===== src/hdl/drive_interlock_defines.svh =====
// Constants for the telescope drive interlock block
`ifndef DRIVE_INTERLOCK_DEFINES_SVH
`define DRIVE_INTERLOCK_DEFINES_SVH

// Clock rate and switch settling time
`define CLK_MHZ    10
`define DEB_US     1000
`define DEB_CYC    (`DEB_US * `CLK_MHZ)

// Trigger receiver integrator thresholds
`define HYS_W      4
`define HYS_MAX    4'hF
`define HYS_HI     4'hC
`define HYS_LO     4'h3

// Axis indices
`define AX_FEED    0
`define AX_MHA     1
`define AX_ROT     2
`define AX_FOC     3
`define NAX        4

// Register byte addresses
`define A_CTRL     8'h00
`define A_STAT     8'h04
`define A_IRQS     8'h08
`define A_IMSK     8'h0C
`define A_RATE     8'h10

// Reset values
`define CTRL_RST   4'h0
`define IMSK_RST   3'h0
`define RATE_W     24
`define RATE_RST   24'h00C350

// Interrupt event bits
`define NEV        3
`define EV_LIM     0
`define EV_PWR     1
`define EV_LOC     2

// Status register field positions
`define ST_BRK     4
`define ST_STOW    5
`define ST_LOC     8
`define ST_LAMP    12

`endif


===== src/hdl/drive_interlock_pkg.sv =====
// Types shared by the telescope drive interlock block
package drive_interlock_pkg;

  // Switch levels; high means the safe or permitting condition
  typedef struct packed {
    logic [7:0] lim_ok;     // Per axis: [2a] forward, [2a+1] reverse
    logic       e1_out;     // Carriage outside middle range, east
    logic       w1_out;     // Carriage outside middle range, west
    logic       up_reached; // Focus at adjustable up limit
    logic       rfd_below;  // Focus below restrictive_focus_zone
    logic [3:0] zero;       // Axis zero switches
  } sw_s;

  // Local service push-buttons
  typedef struct packed {
    logic [3:0] fwd;
    logic [3:0] rev;
  } btn_s;

  // Console indicator lights
  typedef struct packed {
    logic [7:0] lim;
    logic       e1;
    logic       w1;
    logic       restrictive_focus_zone;
    logic [3:0] zero;
  } lamp_s;

endpackage


===== src/hdl/drive_interlock.sv =====
// Position interlock, trigger gating and local drive for four axes
`timescale 1ns/1ps
`include "drive_interlock_defines.svh"
// Notes on behaviour
// - Feed power on applies translator power and retracts the stow pin.
// - A tripped limit blocks triggers for its own direction only.
// - Each tripped limit lights its console limit lamp while tripped.
// - Outer east/west pass-through switches light lamps outside middle range.
// - Carriage inside outer east limit removes focus translator power.
// - Focus below up-limit switch removes carriage feed power.
// - Focus in restrictive zone lights lamp, removes rotation and mount HA power.
// - Each zero switch lights its zero lamp at zero position.
// - In restrictive zone, upward focus blocked unless rotation at zero.
// - Motion only while permit actively asserted; lost permit stops motion.
// - Each negative trigger step moves motor one step that way.
// - Local button powers translator and runs internal adjustable step generator.
// - Local service drive bypasses every limit interlock.
// - Receiver cleans slow drive pulses into fast steps with hysteresis.
// - Brake release only with focus power on and motor current sufficient.
// - Focus power removal drops brake release at once.
module drive_interlock
  import drive_interlock_pkg::*;
#(
  parameter int DEB_CYC = `DEB_CYC
)
(
  input  wire logic        CLK_I,
  input  wire logic        RST_N_I,
  input  wire logic [7:0]  ADDR_I,
  input  wire logic [31:0] WDATA_I,
  input  wire logic        WR_I,
  input  wire logic        RD_I,
  output logic      [31:0] RDATA_O,
  input  wire sw_s         SW_I,
  input  wire btn_s        BTN_I,
  input  wire logic [3:0]  TRIG_FWD_I,
  input  wire logic [3:0]  TRIG_REV_I,
  input  wire logic        CUR_OK_I,
  output logic      [3:0]  PWR_O,
  output logic             STOW_REL_O,
  output logic             BRAKE_REL_O,
  output logic      [3:0]  STEP_FWD_N_O,
  output logic      [3:0]  STEP_REV_N_O,
  output lamp_s            LAMP_O,
  output logic             IRQ_O
);

  localparam int NIN = $bits(sw_s) + $bits(btn_s);
  localparam int DW  = $clog2(DEB_CYC + 1);

  // Refuse a settling count below two cycles
  if (DEB_CYC < 2)
  begin : g_chk
    $error("DEB_CYC must be at least 2");
  end

  //**********************************************************
  // Switch conditioning
  //**********************************************************

  logic [NIN-1:0] raw_in;
  logic [NIN-1:0] deb;
  sw_s            sw;
  btn_s           btn;

  assign raw_in = {SW_I, BTN_I};
  assign sw     = deb[NIN-1 -: $bits(sw_s)];
  assign btn    = deb[$bits(btn_s)-1:0];

  // Two-flop sync, then accept a level only after it holds
  for (genvar i = 0; i < NIN; i++)
  begin : g_deb
    logic          s1;
    logic          s2;
    logic [DW-1:0] cnt;
    always_ff @(posedge CLK_I or negedge RST_N_I)
    begin
      if (!RST_N_I)
      begin
        s1 <= 1'b0;
        s2 <= 1'b0;
      end
      else
      begin
        s1 <= raw_in[i];
        s2 <= s1;
      end
    end
    // Zero after reset means unsafe, so permits start withdrawn
    always_ff @(posedge CLK_I or negedge RST_N_I)
    begin
      if (!RST_N_I)
      begin
        cnt    <= '0;
        deb[i] <= 1'b0;
      end
      else if (s2 == deb[i])
        cnt <= '0;
      else if (cnt == DW'(DEB_CYC - 1))
      begin
        cnt    <= '0;
        deb[i] <= s2;
      end
      else
        cnt <= cnt + 1'b1;
    end
  end

  //**********************************************************
  // Trigger pulse receivers
  //**********************************************************

  logic [7:0] trig_raw;
  logic [7:0] trig;

  assign trig_raw = {TRIG_REV_I, TRIG_FWD_I};

  // Integrator with two thresholds rejects slow edges and noise
  for (genvar i = 0; i < 8; i++)
  begin : g_rx
    logic             t1;
    logic             t2;
    logic [`HYS_W-1:0] acc;
    always_ff @(posedge CLK_I or negedge RST_N_I)
    begin
      if (!RST_N_I)
      begin
        t1 <= 1'b0;
        t2 <= 1'b0;
      end
      else
      begin
        t1 <= trig_raw[i];
        t2 <= t1;
      end
    end
    always_ff @(posedge CLK_I or negedge RST_N_I)
    begin
      if (!RST_N_I)
        acc <= '0;
      else if (t2 && acc != `HYS_MAX)
        acc <= acc + 1'b1;
      else if (!t2 && acc != '0)
        acc <= acc - 1'b1;
    end
    always_ff @(posedge CLK_I or negedge RST_N_I)
    begin
      if (!RST_N_I)
        trig[i] <= 1'b0;
      else if (acc >= `HYS_HI)
        trig[i] <= 1'b1;
      else if (acc <= `HYS_LO)
        trig[i] <= 1'b0;
    end
  end

  //**********************************************************
  // Register file
  //**********************************************************

  logic [3:0]         en;
  logic [`NEV-1:0]    irq_st;
  logic [`NEV-1:0]    irq_mask;
  logic [`RATE_W-1:0] rate;
  logic [`NEV-1:0]    ev;
  logic [31:0]        next_rdata;
  logic [3:0]         loc;

  // Software power requests and settings
  always_ff @(posedge CLK_I or negedge RST_N_I)
  begin
    if (!RST_N_I)
    begin
      en       <= `CTRL_RST;
      irq_mask <= `IMSK_RST;
      rate     <= `RATE_RST;
    end
    else if (WR_I)
    begin
      if (ADDR_I == `A_CTRL)
        en <= WDATA_I[3:0];
      if (ADDR_I == `A_IMSK)
        irq_mask <= WDATA_I[`NEV-1:0];
      if (ADDR_I == `A_RATE)
        rate <= WDATA_I[`RATE_W-1:0];
    end
  end

  // Sticky events; a new event wins over a write-one clear
  always_ff @(posedge CLK_I or negedge RST_N_I)
  begin
    if (!RST_N_I)
      irq_st <= '0;
    else if (WR_I && ADDR_I == `A_IRQS)
      irq_st <= (irq_st & ~WDATA_I[`NEV-1:0]) | ev;
    else
      irq_st <= irq_st | ev;
  end

  // Read mux; unmapped addresses read as zero
  always_comb
  begin
    next_rdata = '0;
    if (RD_I)
    begin
      unique case (ADDR_I)
        `A_CTRL: next_rdata[3:0] = en;
        `A_STAT:
        begin
          next_rdata[3:0]          = PWR_O;
          next_rdata[`ST_BRK]      = BRAKE_REL_O;
          next_rdata[`ST_STOW]     = STOW_REL_O;
          next_rdata[`ST_LOC +: 4] = loc;
          next_rdata[`ST_LAMP +: $bits(lamp_s)] = LAMP_O;
        end
        `A_IRQS: next_rdata[`NEV-1:0]    = irq_st;
        `A_IMSK: next_rdata[`NEV-1:0]    = irq_mask;
        `A_RATE: next_rdata[`RATE_W-1:0] = rate;
        default: next_rdata = '0;
      endcase
    end
  end

  // Read data stands only in the cycle after the strobe
  always_ff @(posedge CLK_I or negedge RST_N_I)
  begin
    if (!RST_N_I)
      RDATA_O <= '0;
    else
      RDATA_O <= next_rdata;
  end

  //**********************************************************
  // Interlock permits and power
  //**********************************************************

  logic [3:0] permit;
  logic [3:0] remote_on;
  logic [3:0] next_pwr;
  logic       cur1;
  logic       cur2;
  logic       loc_any_q;
  logic [7:0] lim_q;

  assign loc = btn.fwd | btn.rev;

  // Each permit is a high level; a broken line withdraws it
  always_comb
  begin
    permit          = '0;
    permit[`AX_FEED] = sw.up_reached;
    permit[`AX_MHA]  = sw.rfd_below;
    permit[`AX_ROT]  = sw.rfd_below;
    permit[`AX_FOC]  = sw.e1_out;
  end

  // Local buttons override interlocks for service work
  assign remote_on = en & permit;
  assign next_pwr  = remote_on | loc;

  always_ff @(posedge CLK_I or negedge RST_N_I)
  begin
    if (!RST_N_I)
    begin
      PWR_O      <= '0;
      STOW_REL_O <= 1'b0;
    end
    else
    begin
      PWR_O      <= next_pwr;
      STOW_REL_O <= next_pwr[`AX_FEED];
    end
  end

  // Current sense is a plain level, synchronised only
  always_ff @(posedge CLK_I or negedge RST_N_I)
  begin
    if (!RST_N_I)
    begin
      cur1 <= 1'b0;
      cur2 <= 1'b0;
    end
    else
    begin
      cur1 <= CUR_OK_I;
      cur2 <= cur1;
    end
  end

  // Brake follows next power so it drops on the same edge
  always_ff @(posedge CLK_I or negedge RST_N_I)
  begin
    if (!RST_N_I)
      BRAKE_REL_O <= 1'b0;
    else
      BRAKE_REL_O <= next_pwr[`AX_FOC] & cur2;
  end

  //**********************************************************
  // Step trigger gating
  //**********************************************************

  logic [3:0]         fwd_ok;
  logic [3:0]         rev_ok;
  logic [`RATE_W-1:0] gen_cnt;
  logic               gen_lvl;

  // Direction permits from limits; upward focus has an extra guard
  always_comb
  begin
    for (int a = 0; a < `NAX; a++)
    begin
      fwd_ok[a] = remote_on[a] & sw.lim_ok[2*a];
      rev_ok[a] = remote_on[a] & sw.lim_ok[2*a+1];
    end
    fwd_ok[`AX_FOC] = fwd_ok[`AX_FOC]
                      & (sw.rfd_below | sw.zero[`AX_ROT]);
  end

  // Shared service generator; a zero rate toggles every cycle
  always_ff @(posedge CLK_I or negedge RST_N_I)
  begin
    if (!RST_N_I)
    begin
      gen_cnt <= '0;
      gen_lvl <= 1'b0;
    end
    else if (gen_cnt >= rate)
    begin
      gen_cnt <= '0;
      gen_lvl <= ~gen_lvl;
    end
    else
      gen_cnt <= gen_cnt + 1'b1;
  end

  // Each falling output edge is one motor step
  always_ff @(posedge CLK_I or negedge RST_N_I)
  begin
    if (!RST_N_I)
    begin
      STEP_FWD_N_O <= '1;
      STEP_REV_N_O <= '1;
    end
    else
    begin
      for (int a = 0; a < `NAX; a++)
      begin
        if (loc[a])
        begin
          STEP_FWD_N_O[a] <= ~(gen_lvl & btn.fwd[a]);
          STEP_REV_N_O[a] <= ~(gen_lvl & btn.rev[a]);
        end
        else
        begin
          STEP_FWD_N_O[a] <= ~(trig[a] & fwd_ok[a]);
          STEP_REV_N_O[a] <= ~(trig[a+4] & rev_ok[a]);
        end
      end
    end
  end

  //**********************************************************
  // Console lamps and interrupt
  //**********************************************************

  // Lamps track debounced switch levels
  always_ff @(posedge CLK_I or negedge RST_N_I)
  begin
    if (!RST_N_I)
      LAMP_O <= '0;
    else
    begin
      LAMP_O.lim  <= ~sw.lim_ok;
      LAMP_O.e1   <= sw.e1_out;
      LAMP_O.w1   <= sw.w1_out;
      LAMP_O.restrictive_focus_zone  <= ~sw.rfd_below;
      LAMP_O.zero <= sw.zero;
    end
  end

  // Edge history for events; starts like the debounced levels, so no false trip
  always_ff @(posedge CLK_I or negedge RST_N_I)
  begin
    if (!RST_N_I)
    begin
      lim_q     <= '0;
      loc_any_q <= 1'b0;
    end
    else
    begin
      lim_q     <= sw.lim_ok;
      loc_any_q <= |loc;
    end
  end

  // Limit trip, interlock power loss, service drive entry
  always_comb
  begin
    ev          = '0;
    ev[`EV_LIM] = |(lim_q & ~sw.lim_ok);
    ev[`EV_PWR] = |(en & PWR_O & ~next_pwr);
    ev[`EV_LOC] = (|loc) & ~loc_any_q;
  end

  always_ff @(posedge CLK_I or negedge RST_N_I)
  begin
    if (!RST_N_I)
      IRQ_O <= 1'b0;
    else
      IRQ_O <= |(irq_st & irq_mask);
  end
endmodule


===== config.mk =====
export PLATFORM = sky130hd
export DESIGN_NAME = drive_interlock
export DESIGN_NICKNAME = d
export VERILOG_FILES = /design/src/hdl/drive_interlock_pkg.sv /design/src/hdl/drive_interlock.sv
export VERILOG_INCLUDE_DIRS = /design/src /design/src/hdl
export SDC_FILE = /design/constraint.sdc
export NUM_CORES = 1
export LEC_CHECK = 0
export ABC_CLOCK_PERIOD_IN_PS = 5700
export BUFFER_PORTS_ARGS = -buffer_cell sky130_fd_sc_hd__buf_2
export CAP_MARGIN = 0
export CORE_MARGIN = 2
export CORE_UTILIZATION = 30
export DETAILED_ROUTE_END_ITERATION = 7
export PLACE_DENSITY_LB_ADDON = 0.25
export SLEW_MARGIN = 20
export SYNTH_ARGS = -nofsm -noshare
export SYNTH_HDL_FRONTEND = slang
export SYNTH_SLANG_ARGS = --single-unit

===== constraint.sdc =====
create_clock -name CLK_I -period 5.7 [get_ports CLK_I]
set_clock_uncertainty 0.15 [all_clocks]
set_input_delay 0.57 -clock CLK_I [delete_from_list [all_inputs] [get_ports CLK_I]]
set_output_delay 0.57 -clock CLK_I [all_outputs]
set_load 0.1 [all_outputs]

Yosys cells after proc, flatten, opt, wreduce, memory -nomap -nowiden
Index checks and enable logic that the tools add are counted.
{"block": "op_classes", "add_sub_neg": 41, "order_cmp": 17, "n_eq_ne": 60, "mux": 97, "bitwise_logic": 84, "reduce_logical": 81}
{"cell": "2-to-1 mux 14 bit", "count": 48}
{"cell": "adder 14 x 1 -> 14 bit (second input constant)", "count": 24}
{"cell": "== test 14 bit (second input constant)", "count": 24}
{"cell": "2-to-1 mux 4 bit", "count": 16}
{"cell": "AND reduction 2 bit", "count": 27}
{"cell": "inverter 1 bit", "count": 43}
{"cell": "adder 4 x 1 -> 4 bit (second input constant)", "count": 8}
{"cell": ">= comparator 4 bit (second input constant)", "count": 8}
{"cell": "<= comparator 4 x 2 -> 1 bit (second input constant)", "count": 8}
{"cell": "!= test 4 bit (second input constant)", "count": 8}
{"cell": "case mux 16 bit (2 select lines)", "count": 1}
{"cell": "nonzero test 2 bit", "count": 16}
{"cell": "nonzero test 4 bit", "count": 8}
{"cell": "subtractor 4 x 1 -> 4 bit (second input constant)", "count": 8}
{"cell": "AND 1 bit", "count": 27}
{"cell": "2-to-1 mux 27 bit", "count": 1}
{"cell": "adder 24 x 1 -> 24 bit (second input constant)", "count": 1}
{"cell": "== test 1 bit", "count": 24}
{"cell": ">= comparator 24 bit", "count": 1}
{"cell": "2-to-1 mux 1 bit", "count": 24}
{"cell": "2-to-1 mux 24 bit", "count": 1}
{"cell": "logical AND 1 bit", "count": 17}
{"cell": "== test 8 x 4 -> 1 bit (second input constant)", "count": 2}
{"cell": "case mux 3 bit (5 select lines)", "count": 1}
{"cell": "other kinds (20)", "count": 34}
{"block": "totals", "register_bits": 596, "output_inout_bits": 62}

Depth between registers and ports, before layout
{"block": "logic_depth", "word_depth": 7, "ltp_mapped": 9, "mapped_depth_nobuf": 9}

Least setup slack after synthesis
Ideal clock, no wire load.
{"block": "synth_timing", "path_type": "input port to flip-flop", "startpoint": "in ADDR_I[0]", "endpoint": "reg rate[10]", "setup_time_ps": 125, "t_arrival_ps": 1992, "path_slack_ps": 3433, "cell_stages": 5, "path_buffers": 1, "cell_sequence": "or4_4 and4bb_4 nand2_4 buf_6 mux2_4"}
{"block": "synth_via", "elab_chain_cells": 2}
{"element": "start, declared", "line_no": "drive_interlock.sv:29", "rtl": "input wire logic [7:0] ADDR_I,"}
{"element": "== test 8 x 5 -> 1 bit"}
{"element": "AND reduction 2 bit (no line)"}
{"element": "end signal, assigned", "line_no": "drive_interlock.sv:176", "rtl": "rate <= `RATE_RST;"}
{"element": "end signal, assigned", "line_no": "drive_interlock.sv:185", "rtl": "rate <= WDATA_I[`RATE_W-1:0];"}
{"element": "end, declared", "line_no": "drive_interlock.sv:164", "rtl": "logic [`RATE_W-1:0] rate;"}
Every way passes these cells.
A chain may end at the register's enable or synchronous reset.

Worst setup path after layout
{"block": "layout_timing", "startpoint": "reg rate[15]", "endpoint": "reg gen_cnt[3]"}
{"block": "layout_via", "elab_chain_cells": 2}
{"element": ">= comparator 24 bit", "line_no": "drive_interlock.sv:328", "rtl": "else if (gen_cnt >= rate)"}
{"element": "2-to-1 mux 24 bit", "line_no": "drive_interlock.sv:328"}
{"element": "end signal, assigned", "line_no": "drive_interlock.sv:334", "rtl": "gen_cnt <= gen_cnt + 1'b1;"}
{"element": "end, declared", "line_no": "drive_interlock.sv:305", "rtl": "logic [`RATE_W-1:0] gen_cnt;"}
Every way passes these cells.

==> qor.txt <==
Status - completed
Reg-to-reg startpoint - rate[15]$_DFFE_PN1P_
Post-cts sizing count - 0
Clock power share - 42.7%
Power per cell area - 338 nW/um^2
Synth Instances - 2469
Clock transition at path regs - 60 ps
Max-Cap Viols - 0
Pint - 7.73 mW
YS warnings - 0
Worst-Margin Slew - 1050 ps
Gr ovfl total - 0
Initial Util - 30.2%
Layout cell share with drive strength beyond 1 - 12.8%
# nets final - 2836
Routability Congestion - 0.830
IO buf count - 125
Hold_buf cts - 34
FP Rows - 109
Sink Count - 590
Worst path required time - 6010 ps
H-tree level count - 3
Initial antenna violation count - 3
Worst setup SP type - flip-flop
DRC - 0
Final setup viols - 0
RSZ-0062 raised after global routing - false
First-pass GRT wire length - 97900 microns
Gr usage total - 13.4%
Chip width - 302 microns
Post-synth EDFFs - 0
Final period util - 49.7%
Worst-path maximum fanout - 25
Antenna diodes - 0
CTS tree - built
Clock buffer depth - 3
Sw frac - 27.1%
Setup TNS - 0 ps
Hold Vio Cnt, Final - 0
Crit. Startpoint - rate[15]$_DFFE_PN1P_
Area delta synth->final - 17.4%
HPWL Detailed - 42400 microns
Via count - 18.1k
Total Wirelength - 60100 microns
# IOs - 139
Yosys reg bits - 590
Leak Pwr - 14.4 nW
Postcts setup bufs - 0
Routed WL per cell - 15.5 microns
Post-Layout Cell Count - 3885
Asr flop ratio synth - 100%
Cts bufs inserted - 70
Top FF cell, synth - dfrtp_1
Post-synthesis sequential area ratio - 55.4%
Sw Pwr - 2.87 mW
Post-synthesis cell type count - 65
Placed Cells - 3721
Max IR drop VDD - 224 uV
Via density - 4.65
Hold path startpoint - WDATA_I[12]
Die area - 91300 sq um
Max-slew violations - 0
Worst slew margin - 29.9%
Area of the core - 88200 sq um
Initial drt markers - 1023
Min Clock Period, post-route - 2830 ps
DRT Pass-1 Iters - 5
Die Height - 302 microns
Flop pwr share - 44.8%
Clk root buf - clkbuf_16
Kind of critical path - reg -> reg
Overall power - 10.6 mW
Clock Latency Late Sink - 610 ps
Power share of the combinational group - 12.5%
Kind of capture point of the worst setup path - flip-flop
Hold_ws - 61.8 ps
Number of global-route vias before repair - 18.5k
Max Fclk - 0.353 GHz
Largest net degree at the start of global routing - 163
Worst hold path type - in -> reg
ANT nets after route - 0
Mapped cell area - 26700 sq um
Mapped Avg Cell Area - 10.8 sq um
Crit path DAT - 3140 ps
==> worst max-delay path, stage by stage (launching register included) <==
cell	delay, ps
dfstp_2	590
inv_1	70
ha_1	300
nand2_1	70
nor4_1	480
o211ai_1	240
o211ai_4	660
nor2_1	130
==> stage by stage <==
step	util [%]	setup WS (ps)	instance area [sq um]
6_report	35.5	2870	31300
5_1_grt	35.5	2620	31300
4_1_cts	35.5	2500	31300
3_5_place_dp	32.4	2530	28600
3_3_place_gp	32.4	2580	28600
2_1_floorplan	-	3430	26700
==> flip-flops by register name, summed over array words and instances (netlist names), 15 cells and up <==
signal	cells
g_deb.cnt	336
g_rx.acc	32
RDATA_O	27
g_deb.s1	24
g_deb.s2	24
gen_cnt	24
rate	24
deb	16
LAMP_O	15
==> layer usage <==
metal	track usage, %	up-vias	wire length, microns
met2	20.5	274	26600
met3	3.40	76	3530
met1	18.6	8994	28700
met5	0	-	0
li1	-	8735	-
met4	3.97	0	1200
==> power by group through the flow <==
stage               logic [mW]  clock network, mW  registers, mW
floorplan                 1.01                  0           4.70
CTS                       1.35               4.67           4.75
global route              1.53               4.86           4.79
finish                    1.33               4.52           4.74
detailed placement        1.32                  0           4.82
global placement          1.24                  0           4.80
==> Yosys cell counts (14+ instances only) <==
cell,count,area share (%)
dfrtp_1,576,54
nor2_1,451,6.3
xnor2_1,194,6.4
nand2_1,155,2.2
xor2_1,147,4.8
nand3_1,143,2.7
and3_1,106,2.5
inv_1,96,1.4
ha_1,89,4.2
nand4_1,87,2.0
a21oi_1,61,1.1
mux2_2,43,1.8
clkbuf_1,31,0.44
nor3_1,30,0.56
o21ai_0,30,0.56
mux2_4,20,1.1
a22o_1,17,0.56
nor4bb_1,16,0.60
or4_1,16,0.45
dfstp_2,14,1.4
==> cell families (layout without fill, tap and decap cells) <==
group / count (synthesis) / in the layout / synth area share (%)
buffers and inverters: 143 / 390 / 2.24
AO/OA/AOI/OAI: 157 / 157 / 3.67
XOR/XNOR: 341 / 341 / 11.2
AND/OR/NAND/NOR: 1070 / 1070 / 19.4
adder cells (fa/ha/maj): 97 / 97 / 4.77
flip-flops: 590 / 590 / 55.4
other: 1 / 5 / 0.0141
multiplexers: 70 / 70 / 3.34
==> final cells by class <==
type,count,area [sq um]
inverter,96,360
tap,1165,1460
timing repair buffer,164,1050
fill,8759,56900
sequential,590,14800
clock inverter,26,270
clock buffer,104,2090
multi-input combinational,1740,11300
==> path summary, 6_finish.rpt <==
| kind | endpoint | slack [ps] | depth (start not counted) |
|---|---|---|---|
| worst max-delay path | gen_cnt[3]$_DFF_PN0_ | 2870 | 7 |
| worst min-delay path | rate[12]$_DFFE_PN0P_ | 60 | 2 |
| worst max register to register | gen_cnt[3]$_DFF_PN0_ | 2870 | 7 |
| worst min register to register | g_deb[9].s2$_DFF_PN0_ | 200 | 0 |
| max in group asynchronous | g_rx[0].acc[0]$_DFFE_PN0P_ | 3500 | 3 |
| min in group asynchronous | g_deb[21].cnt[5]$_DFF_PN0_ | 400 | 2 |
==> cell usage in the layout, fill, tap and decap left out, types with 8 or more instances in the layout <==
cell type        n
nor4bb_1        16
o21ai_0         30
ha_1            89
nand2_1        155
a22o_1          17
or4_1           16
inv_1           96
nand4_1         87
nor3_1          30
a21oi_1         61
buf_2          124
nor2_1         451
xor2_1         147
clkbuf_8        21
and3_1         106
clkbuf_1        13
dlygate4sd3_1   34
xnor2_1        194
clkbuf_16       70
dfrtp_1        576
dfstp_2         14
nor4b_1         10
fa_1             8
a21o_1          10
mux2_2          43
mux2_4          20
nand3_1        143
or3_1           10
clkinv_2        14
Power figures use the tool's default switching activity.
